===== src/rtl/sie_cfg.svh =====
// constants for the safety input channel evaluator
`ifndef SIE_CFG_SVH
`define SIE_CFG_SVH

// clock and time base
`define CLK_PERIOD_NS  10
`define MS_NS          1000000
`define CLK_PER_MS     (`MS_NS / `CLK_PERIOD_NS)
`define LATCH_STEP_MS  10
`define DELAY_STEP_MS  6
`define DELAY_MAX_STEP 5'h15
`define PT_SLOT_MS     4'h4
// test output register plus the two synchroniser flops
`define SYNC_LAT       3

// sizes
`define NUM_POINTS     8
`define NUM_PAIRS      4
`define NUM_SOURCES    4

// register byte addresses
`define ADDR_STATE     8'h00
`define ADDR_ERROR     8'h04
`define ADDR_LATCH     8'h08
`define ADDR_TEST      8'h0c
`define ADDR_PAIR0     8'h10
`define ADDR_POINT0    8'h20
`define ADDR_END       8'h40

// field positions
`define F_MODE_LSB     0
`define F_SRC_LSB      2
`define F_ON_LSB       5
`define F_OFF_LSB      10
`define F_OP_LSB       0
`define F_DISC_LSB     16
`define F_LAMP_LSB     4
`define F_CYC_LSB      8
`define F_DISC_ERR_LSB 8

// reset values and masks
`define LATCH_RESET    13'h0064
`define MUTE_CAPABLE   4'ha

`endif


===== src/rtl/sie_pkg.sv =====
// types shared by the safety input channel evaluator
package sie_pkg;

   typedef enum logic [1:0] {
      MODE_NOT_USED   = 2'h0,
      MODE_PULSE_TEST = 2'h1,
      MODE_SAFETY     = 2'h2,
      MODE_STANDARD   = 2'h3
   } point_mode_t;

   typedef enum logic [1:0] {
      OP_SINGLE        = 2'h0,
      OP_EQUIVALENT    = 2'h1,
      OP_COMPLEMENTARY = 2'h2,
      OP_RESERVED      = 2'h3
   } op_type_t;

   typedef struct packed {
      logic [4:0]  off_steps;
      logic [4:0]  on_steps;
      logic [2:0]  src;
      point_mode_t mode;
   } point_cfg_t;

   typedef struct packed {
      logic [15:0] disc_ms;
      op_type_t    op;
   } pair_cfg_t;

   typedef struct packed {
      logic        psel;
      logic        penable;
      logic        pwrite;
      logic [7:0]  paddr;
      logic [31:0] pwdata;
   } apb_req_t;

   typedef struct packed {
      logic        pready;
      logic        pslverr;
      logic [31:0] prdata;
   } apb_rsp_t;

endpackage


===== src/rtl/input_filter.sv =====
// per-channel on and off delay filter
`timescale 1ns/1ps
`include "sie_cfg.svh"

module input_filter
(
   // clock and reset
   input  wire logic       clk,
   input  wire logic       rst,
   // time base and settings
   input  wire logic       ms_tick,
   input  wire logic [4:0] on_steps,
   input  wire logic [4:0] off_steps,
   // channel
   input  wire logic       raw,
   output logic            filt
);

   logic [6:0] cnt_q;
   logic [7:0] target;
   logic       filt_q;

   // delay in ms picked by the direction of the pending change
   always_comb
   begin
      if (filt_q)
         target = 8'(off_steps * `DELAY_STEP_MS);
      else
         target = 8'(on_steps * `DELAY_STEP_MS);
   end

   // any bounce restarts the count, so the level must still hold at the end
   always_ff @(posedge clk)
   begin
      if (rst)
         cnt_q <= 7'h00;
      else if (raw == filt_q)
         cnt_q <= 7'h00;
      else if (ms_tick && ({1'b0, cnt_q} < target))
         cnt_q <= cnt_q + 7'h01;
   end

   always_ff @(posedge clk)
   begin
      if (rst)
         filt_q <= 1'b0;
      else if ((raw != filt_q) && ({1'b0, cnt_q} >= target))
         filt_q <= raw;
   end

   assign filt = filt_q;

endmodule


===== src/rtl/safety_input_eval.sv =====
// safety input channel evaluator with apb register access
//
// Function
// - single points evaluated alone, never paired
// - pulse test runs per channel, ignoring pairing
// - equivalent pair errors if mismatched past time
// - complementary pair errors if not opposite past time
// - zero discrepancy time never raises fault
// - zero time still forces safe state on cycle
// - cycle needed when one drops, returns, other held
// - pair stays inactive until both reach safe
// - logical state may differ from terminals then
// - unused point always reads zero
// - pulse-tested point checked against own test source
// - safety mode point never pulse checked
// - standard point never takes part in pairing
// - wrong or missing source gives pulse failures
// - only test outputs one and three mute
// - on delay 0..126 ms, 6 ms steps
// - off delay per channel, same range
// - errors latched 0..81910 ms, 10 ms steps
// - discrepancy faults exposed in error register
`timescale 1ns/1ps
`include "sie_cfg.svh"

module safety_input_eval
#(
   parameter int MS_CYCLES = `CLK_PER_MS
)
(
   // clock and reset
   input  wire logic            clk,
   input  wire logic            rst,
   // register bus
   input  wire sie_pkg::apb_req_t apb_req,
   output sie_pkg::apb_rsp_t    apb_rsp,
   // field terminals
   input  wire logic [7:0]      in_pin,
   output logic [3:0]           test_out,
   // evaluated points
   output logic [7:0]           eval_out
);
   import sie_pkg::*;

   // register file
   point_cfg_t  point_q [`NUM_POINTS];
   pair_cfg_t   pair_q  [`NUM_PAIRS];
   logic [12:0] latch_q;
   logic [3:0]  mute_q;
   logic [3:0]  lamp_q;
   logic [31:0] prdata_q;

   // time base
   logic [16:0] ms_cnt_q;
   logic [3:0]  ten_cnt_q;
   logic        ms_tick;
   logic        ten_tick;

   // inputs
   logic [7:0]  sync1_q;
   logic [7:0]  sync2_q;
   logic [7:0]  hold_q;
   logic [7:0]  filt;

   // pulse engine
   logic [1:0]  slot_q;
   logic [3:0]  slot_ms_q;
   logic [3:0]  pulsing;
   logic [7:0]  own_pulse;
   logic [7:0]  pt_fail;

   // evaluation
   logic [3:0]  paired;
   logic [3:0]  pair_ok;
   logic [3:0]  cyc_flag;
   logic [3:0]  disc_now;
   logic [11:0] err_now;
   logic [11:0] err_q;
   logic [7:0]  eval_d;
   logic [7:0]  eval_q;
   logic [3:0]  test_q;

   // bus access decode
   function automatic logic addr_mapped(input logic [7:0] a);
      addr_mapped = (a < `ADDR_END) && (a[1:0] == 2'h0);
   endfunction

   function automatic logic is_point(input logic [7:0] a);
      is_point = (a >= `ADDR_POINT0) && (a < `ADDR_END);
   endfunction

   function automatic logic is_pair(input logic [7:0] a);
      is_pair = (a >= `ADDR_PAIR0) && (a < `ADDR_POINT0);
   endfunction

   // a point can join its pair only in a safety mode
   function automatic logic pair_capable(input point_cfg_t c);
      pair_capable = (c.mode == MODE_PULSE_TEST) || (c.mode == MODE_SAFETY);
   endfunction

   logic       wr_en;
   logic       setup;
   logic [2:0] pt_idx;
   logic [1:0] pr_idx;

   assign setup  = apb_req.psel && !apb_req.penable;
   assign wr_en  = apb_req.psel && apb_req.penable && apb_req.pwrite &&
                   addr_mapped(apb_req.paddr);
   assign pt_idx = 3'((apb_req.paddr - `ADDR_POINT0) >> 2);
   assign pr_idx = 2'((apb_req.paddr - `ADDR_PAIR0) >> 2);

   // zero wait states, unmapped words answer with an error
   always_comb
   begin
      apb_rsp.pready  = 1'b1;
      apb_rsp.pslverr = apb_req.psel && apb_req.penable &&
                        !addr_mapped(apb_req.paddr);
      apb_rsp.prdata  = prdata_q;
   end

   // configuration writes
   always_ff @(posedge clk)
   begin
      if (rst)
      begin
         for (int i = 0; i < `NUM_POINTS; i++)
            point_q[i] <= '0;
         for (int p = 0; p < `NUM_PAIRS; p++)
            pair_q[p] <= '0;
      end
      else if (wr_en && is_point(apb_req.paddr))
      begin
         point_q[pt_idx].mode <= point_mode_t'(apb_req.pwdata[`F_MODE_LSB +: 2]);
         point_q[pt_idx].src  <= apb_req.pwdata[`F_SRC_LSB +: 3];
         point_q[pt_idx].on_steps <=
            (apb_req.pwdata[`F_ON_LSB +: 5] > `DELAY_MAX_STEP) ?
            `DELAY_MAX_STEP : apb_req.pwdata[`F_ON_LSB +: 5];
         point_q[pt_idx].off_steps <=
            (apb_req.pwdata[`F_OFF_LSB +: 5] > `DELAY_MAX_STEP) ?
            `DELAY_MAX_STEP : apb_req.pwdata[`F_OFF_LSB +: 5];
      end
      else if (wr_en && is_pair(apb_req.paddr))
      begin
         pair_q[pr_idx].op      <= op_type_t'(apb_req.pwdata[`F_OP_LSB +: 2]);
         pair_q[pr_idx].disc_ms <= apb_req.pwdata[`F_DISC_LSB +: 16];
      end
   end

   always_ff @(posedge clk)
   begin
      if (rst)
      begin
         latch_q <= `LATCH_RESET;
         mute_q  <= 4'h0;
         lamp_q  <= 4'h0;
      end
      else if (wr_en && (apb_req.paddr == `ADDR_LATCH))
         latch_q <= apb_req.pwdata[12:0];
      else if (wr_en && (apb_req.paddr == `ADDR_TEST))
      begin
         mute_q <= apb_req.pwdata[3:0] & `MUTE_CAPABLE;
         lamp_q <= apb_req.pwdata[`F_LAMP_LSB +: 4];
      end
   end

   // read data captured in the setup phase
   always_ff @(posedge clk)
   begin
      if (rst)
         prdata_q <= 32'h0000_0000;
      else if (setup)
      begin
         prdata_q <= 32'h0000_0000;
         if (apb_req.paddr == `ADDR_STATE)
            prdata_q <= {20'h0_0000, cyc_flag, eval_q};
         else if (apb_req.paddr == `ADDR_ERROR)
            prdata_q <= {20'h0_0000, err_q};
         else if (apb_req.paddr == `ADDR_LATCH)
            prdata_q <= {19'h0_0000, latch_q};
         else if (apb_req.paddr == `ADDR_TEST)
            prdata_q <= {24'h00_0000, lamp_q, mute_q};
         else if (is_pair(apb_req.paddr) && addr_mapped(apb_req.paddr))
            prdata_q <= {pair_q[pr_idx].disc_ms, 14'h0000,
                         pair_q[pr_idx].op};
         else if (is_point(apb_req.paddr) && addr_mapped(apb_req.paddr))
            prdata_q <= {17'h0_0000, point_q[pt_idx].off_steps,
                         point_q[pt_idx].on_steps, point_q[pt_idx].src,
                         point_q[pt_idx].mode};
      end
   end

   // millisecond and ten millisecond ticks
   assign ms_tick  = (ms_cnt_q == 17'(MS_CYCLES - 1));
   assign ten_tick = ms_tick && (ten_cnt_q == 4'(`LATCH_STEP_MS - 1));

   always_ff @(posedge clk)
   begin
      if (rst || ms_tick)
         ms_cnt_q <= 17'h0_0000;
      else
         ms_cnt_q <= ms_cnt_q + 17'h0_0001;
   end

   always_ff @(posedge clk)
   begin
      if (rst || ten_tick)
         ten_cnt_q <= 4'h0;
      else if (ms_tick)
         ten_cnt_q <= ten_cnt_q + 4'h1;
   end

   // terminals come from the field, two flops before use
   always_ff @(posedge clk)
   begin
      if (rst)
      begin
         sync1_q <= 8'h00;
         sync2_q <= 8'h00;
      end
      else
      begin
         sync1_q <= in_pin;
         sync2_q <= sync1_q;
      end
   end

   // pulse engine: each unmuted source is pulled low for the first ms of its slot
   always_ff @(posedge clk)
   begin
      if (rst)
      begin
         slot_q    <= 2'h0;
         slot_ms_q <= 4'h0;
      end
      else if (ms_tick)
      begin
         if (slot_ms_q == `PT_SLOT_MS - 4'h1)
         begin
            slot_ms_q <= 4'h0;
            slot_q    <= slot_q + 2'h1;
         end
         else
            slot_ms_q <= slot_ms_q + 4'h1;
      end
   end

   generate
      for (genvar k = 0; k < `NUM_SOURCES; k++)
      begin : g_src
         // a muting output drives its lamp instead of pulsing
         assign pulsing[k] = (slot_q == 2'(k)) && (slot_ms_q == 4'h0) &&
                             !mute_q[k];
         always_ff @(posedge clk)
         begin
            if (rst)
               test_q[k] <= 1'b1;
            else if (mute_q[k])
               test_q[k] <= lamp_q[k];
            else
               test_q[k] <= !pulsing[k];
         end
      end
   endgenerate

   assign test_out = test_q;

   // per channel: pulse check and filtering
   generate
      for (genvar i = 0; i < `NUM_POINTS; i++)
      begin : g_pt
         logic [2:0] src;
         logic       pt_mode;
         logic       masked;
         logic [`SYNC_LAT-1:0] pdly_q;
         assign src     = point_q[i].src;
         assign pt_mode = (point_q[i].mode == MODE_PULSE_TEST);
         // source codes: 0 none, 1..4 test outputs 0..3
         assign own_pulse[i] = pt_mode && (src != 3'h0) &&
                               pulsing[2'(src - 3'h1)];
         // the pulse reaches sync2 late, so the mask trails it; without
         // this the filter would see a short false drop after each pulse
         always_ff @(posedge clk)
         begin
            if (rst)
               pdly_q <= '0;
            else
               pdly_q <= {pdly_q[`SYNC_LAT-2:0], own_pulse[i]};
         end
         assign masked = own_pulse[i] || (pdly_q != '0);
         // the level seen during our own pulse is the test, not the switch
         always_ff @(posedge clk)
         begin
            if (rst)
               hold_q[i] <= 1'b0;
            else if (!masked)
               hold_q[i] <= sync2_q[i];
         end
         // still high at the end of our pulse: short to supply, a cross
         // short or a wrong source; a missing source always fails
         assign pt_fail[i] = pt_mode &&
            ((src == 3'h0) || (src > 3'(`NUM_SOURCES)) ||
             (own_pulse[i] && ms_tick && sync2_q[i] && hold_q[i]));
         input_filter u_filt
         (
            .clk       (clk),
            .rst       (rst),
            .ms_tick   (ms_tick),
            .on_steps  (point_q[i].on_steps),
            .off_steps (point_q[i].off_steps),
            .raw       (masked ? hold_q[i] : sync2_q[i]),
            .filt      (filt[i])
         );
      end
   endgenerate

   // pair evaluation
   typedef enum logic [4:0] {
      CY_IDLE  = 5'h01,
      CY_BOTH  = 5'h02,
      CY_ADROP = 5'h04,
      CY_BDROP = 5'h08,
      CY_LOCK  = 5'h10
   } cycle_state_t;

   generate
      for (genvar p = 0; p < `NUM_PAIRS; p++)
      begin : g_pair
         cycle_state_t st_q;
         cycle_state_t st_d;
         logic [15:0]  dcnt_q;
         logic         na;
         logic         nb;
         logic         comp;
         assign comp = (pair_q[p].op == OP_COMPLEMENTARY);
         assign paired[p] = ((pair_q[p].op == OP_EQUIVALENT) || comp) &&
                            pair_capable(point_q[2*p]) &&
                            pair_capable(point_q[2*p+1]);
         // active level of the second channel flips when complementary
         assign na = filt[2*p];
         assign nb = comp ? !filt[2*p+1] : filt[2*p+1];

         // timer runs only while the relation is broken
         always_ff @(posedge clk)
         begin
            if (rst || !paired[p] || (na == nb))
               dcnt_q <= 16'h0000;
            else if (ms_tick && (dcnt_q != 16'hffff))
               dcnt_q <= dcnt_q + 16'h0001;
         end
         assign disc_now[p] = paired[p] && (na != nb) &&
                              (pair_q[p].disc_ms != 16'h0000) &&
                              (dcnt_q >= pair_q[p].disc_ms);

         always_comb
         begin
            st_d = st_q;
            case (st_q)
               CY_IDLE:
                  if (na && nb)
                     st_d = CY_BOTH;
               CY_BOTH:
                  if (!na && nb)
                     st_d = CY_ADROP;
                  else if (na && !nb)
                     st_d = CY_BDROP;
                  else if (!na && !nb)
                     st_d = CY_IDLE;
               CY_ADROP:
                  if (!nb)
                     st_d = CY_IDLE;
                  else if (na)
                     st_d = CY_LOCK;
               CY_BDROP:
                  if (!na)
                     st_d = CY_IDLE;
                  else if (nb)
                     st_d = CY_LOCK;
               CY_LOCK:
                  if (!na && !nb)
                     st_d = CY_IDLE;
               default:
                  st_d = CY_IDLE;
            endcase
         end

         always_ff @(posedge clk)
         begin
            if (rst || !paired[p])
               st_q <= CY_IDLE;
            else
               st_q <= st_d;
         end

         // safe state in lock, no fault of its own
         assign cyc_flag[p] = (st_q == CY_LOCK);
         assign pair_ok[p]  = (st_q == CY_BOTH) && !disc_now[p];
      end
   endgenerate

   // error latch: held for the latch time after the cause is gone
   assign err_now = {disc_now, pt_fail};

   generate
      for (genvar e = 0; e < `NUM_POINTS + `NUM_PAIRS; e++)
      begin : g_err
         logic [12:0] lcnt_q;
         always_ff @(posedge clk)
         begin
            if (rst || err_now[e])
               lcnt_q <= 13'h0000;
            else if (err_q[e] && ten_tick)
               lcnt_q <= lcnt_q + 13'h0001;
         end
         always_ff @(posedge clk)
         begin
            if (rst)
               err_q[e] <= 1'b0;
            else if (err_now[e])
               err_q[e] <= 1'b1;
            else if (lcnt_q >= latch_q)
               err_q[e] <= 1'b0;
         end
      end
   endgenerate

   // evaluated point value
   always_comb
   begin
      for (int i = 0; i < `NUM_POINTS; i++)
      begin
         if (point_q[i].mode == MODE_NOT_USED)
            eval_d[i] = 1'b0;
         else if (paired[i/2])
            eval_d[i] = pair_ok[i/2];
         else
            eval_d[i] = filt[i] && !err_q[i];
      end
   end

   always_ff @(posedge clk)
   begin
      if (rst)
         eval_q <= 8'h00;
      else
         eval_q <= eval_d;
   end

   assign eval_out = eval_q;

endmodule


===== config.mk =====
export PLATFORM = sky130hd
export DESIGN_NAME = safety_input_eval
export DESIGN_NICKNAME = d
export VERILOG_FILES = /design/src/rtl/sie_pkg.sv /design/src/rtl/input_filter.sv /design/src/rtl/safety_input_eval.sv
export VERILOG_INCLUDE_DIRS = /design/src /design/src/rtl
export SDC_FILE = /design/constraint.sdc
export NUM_CORES = 2
export LEC_CHECK = 0
export BUFFER_PORTS_ARGS = -buffer_cell sky130_fd_sc_hd__buf_2
export CORE_MARGIN = 3
export CORE_UTILIZATION = 40
export CTS_BUF_LIST = sky130_fd_sc_hd__clkbuf_8
export CTS_CLUSTER_SIZE = 8
export DETAILED_ROUTE_END_ITERATION = 8
export PLACE_DENSITY_LB_ADDON = 0.08
export SYNTH_ARGS = -nofsm -noshare
export SYNTH_HDL_FRONTEND = slang
export SYNTH_SLANG_ARGS = --single-unit

===== constraint.sdc =====
create_clock -name clk -period 3.9 [get_ports clk]
set_input_delay 0.39 -clock clk [delete_from_list [all_inputs] [get_ports clk]]
set_output_delay 0.39 -clock clk [all_outputs]
set_load 0.01 [all_outputs]

# Word level (Yosys, flattened, before mapping)
# Memory sizes are Yosys's and may differ from the RTL's.
# Cells that the tools add are included.
dict set report word_totals {
  ff_bits 454
  latchBits 0
  mem_bits_rw 192
  rom_bits 0
  inputBits 53
  output_inout_bits 46
  elab_cells 739
  mem_count 2
}
# memory depth word_bits read_ports rd_ports_with_merged_regs write_ports line
set mem_list {}
lappend mem_list {point_q 8 15 9 0 8 safety_input_eval.sv:46} ;# point_cfg_t point_q [`NUM_POINTS];
lappend mem_list {pair_q 4 18 5 0 4 safety_input_eval.sv:47} ;# pair_cfg_t pair_q [`NUM_PAIRS];
dict set report classes {
  addsub 38
  n_mul 16
  n_div 0
  n_lt_le_gt_ge 54
  n_eq_ne 93
  shift 0
  muxes 130
  bitwise 1
  n_reduce_logical 319
}
# operator count
set ops {}
lappend ops {{two-way mux 5 bit} 34}
lappend ops {{two-way mux 32 bit} 5}
lappend ops {{adder 13 x 1 -> 13 bit, second input constant} 12}
lappend ops {{greater-or-equal comparator 13 bit} 12}
lappend ops {{logical AND 1 bit} 149}
lappend ops {{multiplier 5 x 2 -> 7 bit, second input constant} 16}
lappend ops {{case mux 5 bit (5 select lines)} 4}
lappend ops {{two-way mux 1 bit} 65}
lappend ops {{adder 16 x 1 -> 16 bit, second input constant} 4}
lappend ops {{greater-or-equal comparator 16 bit} 4}
lappend ops {{greater-or-equal comparator 7 x 8 -> 1 bit} 8}
lappend ops {{< comparator 7 x 8 -> 1 bit} 8}
lappend ops {{two-way mux 8 bit} 8}
lappend ops {{!= test 16 bit, second input constant} 4}
lappend ops {{nonzero test 16 bit} 4}
lappend ops {{logical OR 1 bit} 58}
lappend ops {{adder 7 x 1 -> 7 bit, second input constant} 8}
lappend ops {{nonzero test 3 bit} 16}
lappend ops {{logical NOT 1 bit} 36}
lappend ops {{OR reduction 2 bit} 16}
lappend ops {{two-way mux 15 bit} 2}
lappend ops {{== test 2 bit, second input constant} 14}
lappend ops {{== test 2 x 1 -> 1 bit, second input constant} 13}
lappend ops {{greater-than comparator 3 bit, second input constant} 8}
lappend ops {{42 further kinds} 143}

# Logic depth before layout (Yosys ltp)
dict set report logic_depth {
  word_depth 12
  depth_mapped 15
  mapped_depth_nobuf 15
}

# Hierarchy
# A second synthesis with hierarchy kept.
dict set report hier_totals {
  cells_unflattened 4284
  hier_area_um2 39977.1
}
# mod n_inst cells_each area_per_inst_um2 seq_area_each_um2
set modules_own_cells {}
lappend modules_own_cells {safety_input_eval 1 3428 32650.1 13553.0}
lappend modules_own_cells {input_filter 8 107 915.9 160.2}

# Worst setup path after synthesis
# OpenSTA, ideal clock, no wires.
dict set report synth_path {
  path_kind {reg-to-reg}
  startpoint {memory point_q[0][11] (netlist bit)}
  endpoint {register g_pt[0].u_filt.filt_q}
  setup_time_ns 0.066
  arrival_ns 2.951
  required_ns 3.834
  setup_slack_ns 0.883
  stages_incl_launch_ff 14
  path_buffers 0
  period_less_slack_ns 3.017
  cell_sequence {edfxtp_1 > ha_1 > fa_1 > a21oi_1 > nor2_1 > nor2_1 > xnor2_1 > a21oi_1 > ha_1 > nand3_1 > or4_1 > a32oi_1 > mux2i_1 > nor2b_1}
}
# item line
set synth_rtl {}
lappend synth_rtl {{from (decl)} safety_input_eval.sv:46}
lappend synth_rtl {{to (signal assigned)} input_filter.sv:48} ;# filt_q <= raw;
lappend synth_rtl {{to (decl)} input_filter.sv:21} ;# logic filt_q;

==> impl_metrics.toml <==
[cells_and_area]
fillers = 9394
area_growth_pct = 12.72
seq_area_um2 = 14830
final_common_cell = "nor2_1"
final_util_pct = 45.89
multiInputGateArea_um2 = 22800
fin_nets = 4889
drive_gt1_share_pct = 10.09
most-common-layout-cells = "nor2_1 (568), dfxtp_1 (453), ha_1 (433)"

[synthesis]
yosysTopAreaCell = "dfxtp_1"
avgSynthCellArea_um2 = 9.317
ys_warn_count = 0
netlist.area_leader.share_pct = 23.24
ys_seq_elements = 645
async_flop_share_pct = 0
synth-main-ff-cell = "dfxtp_1"
synth_edf_count = 192
synth_cells = 4189
netlist_top_cells_area = "dfxtp_1 (23%), edfxtp_1 (15%), ha_1 (14%), nor2_1 (5.5%), xor2_1 (3.9%)"
synth.net_count = 4691
yosys.cell_types.count = 86
seq_area_frac_synth_pct = 38.01
syn_area_um2 = 39030

[worst_setup_path]
path_buf_inv = 0
worst_path_most_repeated_cell = "nor2_1"
cp.required_ns = 4.51
crit_type = "reg2reg"
slowest_stage = "a22oi_1"
endpoint_kind = "register"
critPathLaunchType = "register"
slowest_delay_ns = 0.49
path_cells = "ha_1 -> fa_1 -> a21oi_1 -> nor2_1 -> nor2_1 -> xor2_1 -> nor2_1 -> a21oi_1 -> ha_1 -> nand3_1 -> a21o_1 -> a22oi_1 -> nor3_1 -> xnor2_1 -> nor2_1"
worst-path-stages = 15
path_max_fanout = 7
worstPathArrival_ns = 3.95
reg2regPathDepth = 15
crit_family = "adder cells"

[clock_tree]
clk_latency_ns = 0.77
htree_num_levels = 3
clockBufferDepth = 3
cts_tree = "built"
clk_pin_slew_worst_paths_ns = 0.07
cts_root_buffer = "clkbuf_8"
clkSinkCount = 645
numCtsBuffers = 121

[pwr]
peakVddDrop_uv = 281.4
powerDensity_nw_per_um2 = 342.5
power_leakage_nw = 18.15

[grt]
track_usage_pct = 22.78
grt_overflow = 0
grt_pass1_vias = 29822
antenna_found_initial = 15
grt_max_degree = 96
grt_pass1_wl_um = 179800

[route]
vias = 31072
wirelength_um = 117500
wl_per_cell_um = 20.38
ant_nets = 0
drt-initial-drc-count = 2324
drc_errors = 0
firstDrtPassIters = 5
viasPerCell = 5.389

[floorplanning]
core_um2 = 95860
rows = 113
die_y_um = 318.4
dieWidth_um = 318.4
ioPinCount = 99
start_util_pct = 40.71
dieArea_um2 = 101400

[timing]
max-slew-margin-rel_pct = 21.67
drv_slew = 0
hold_ws_ns = 0.1044
fin_crit_ns = 3.339
max_freq_mhz = 299.5
worst_pin_slew_ns = 1.175
rsz0062_at_grt = "no"
clock_skew_ns = 0.02649
finalHoldViolations = 0
setup-tns-final_ns = 0
setup-violations-final = 0
period_share_pct = 85.60

[min_path]
min_path_type = "in2reg"
hold_depth = 3

[place]
gp_congestion = 0.8824
portBuffers = 95
dp_hpwl_um = 86680

[run]
cap_viol_max_count = 0

[run_status]
status = "completed"
[cells in the mapped netlist (52+ instances only)]
library cell / count
mux2i_1: 78
a21o_1: 68
nand2_1: 256
nor2b_1: 67
xnor2_1: 132
o21ai_0: 135
a21oi_1: 208
ha_1: 433
nor2_1: 569
nand3_1: 134
inv_1: 216
and2_1: 57
nor3_1: 116
nand2b_1: 52
edfxtp_1: 192
nand4_1: 100
xor2_1: 176
and3_1: 118
dfxtp_1: 453
clkbuf_1: 82
[flip-flops by register name, indices dropped and copies added, names as in the netlist]
signal,count
prdata_q,31
g_pt.pdly_q,24
g_err.lcnt_q,156
g_pair.dcnt_q,64
point_q,120
eval_out,8
slot_q,2
pair_q,72
test_out,4
sync1_q,8
err_q,12
mute_q,2
latch_q,13
ms_cnt_q,17
g_pt.u_filt.cnt_q,56
slot_ms_q,4
hold_q,8
lamp_q,4
sync2_q,8
g_pt.u_filt.filt,8
g_pair.st_q,20
ten_cnt_q,4
[metrics by stage]
| stage | instance area (um^2) | std cells | total power (W) | setup slack [ns] |
|---|---|---|---|---|
| floorplan | 39030 | 4189 | 0.008157 | 0.8830 |
| global placement | 41220 | 5493 | 0.008649 | 0.5988 |
| detailed placement | 41220 | 5493 | 0.008657 | 0.5640 |
| CTS | 43970 | 5755 | 0.01528 | 0.5492 |
| global route | 43970 | 5758 | 0.01572 | 0.1456 |
| finish | 43990 | 5766 | 0.01507 | 0.5614 |
[where the power goes]
part	total, W	switching [W]	internal (W)	leakage [nW]
Clock	0.00651	0.00305	0.00347	1.46
Sequential	0.00721	0.000170	0.00704	5.48
Combinational	0.00135	0.000810	0.000536	11.2
[final timing paths]
kind                                     from  slack, ns                 endpoint
worst max register to register  point_q[2][6]       0.56  g_pt[2].u_filt.cnt_q[5]
worst min register to register     sync1_q[6]       0.44               sync2_q[6]
worst max-delay path            point_q[2][6]       0.56  g_pt[2].u_filt.cnt_q[5]
worst min-delay path               apb_req[9]       0.10               latch_q[9]
[cell families (layout without fill, tap and decap cells)]
group	after synthesis	after routing	synth area share, %
buffers and inverters	356	657	3.632
muxes	151	151	5.771
AOI/OAI and AO/OA	626	626	10.03
adders and majority gates	449	449	14.70
DFF	645	645	38.01
xor gates and xnor gates	308	308	6.912
and+or+nand+nor	1652	1652	20.92
other	2	13	0.01924
[cell type report]
| class | count | area share [%] |
|---|---|---|
| multi-input cells | 3188 | 51.82 |
| flip-flops and latches | 645 | 33.72 |
| clock buffers | 144 | 4.505 |
| well taps | 1265 | 3.598 |
| repair buffers | 214 | 3.518 |
| inverters | 217 | 1.851 |
| clock inverters | 82 | 0.9243 |
| diodes | 11 | 0.06257 |
[routing by layer]
metal  vias up  share of wire (%)  track usage, %
met5         -              0.035               0
met4         6                3.0           6.971
met3       165                7.1           5.237
met2       768                 42           34.14
met1     14705                 48           32.53
li1      15428                  -               -
[worst min-delay path, stage by stage]
cell and delay (ns):
buf_2 0.23, nand2_1 0.14, a21oi_1 0.07
[repair_timing]
action                    4_1_cts  5_1_grt
gates resized for setup         0        0
hold endpoints to repair       88        0
buffers inserted                0        0
hold buffers                   36        0
(Power assumes the default switching activity.)
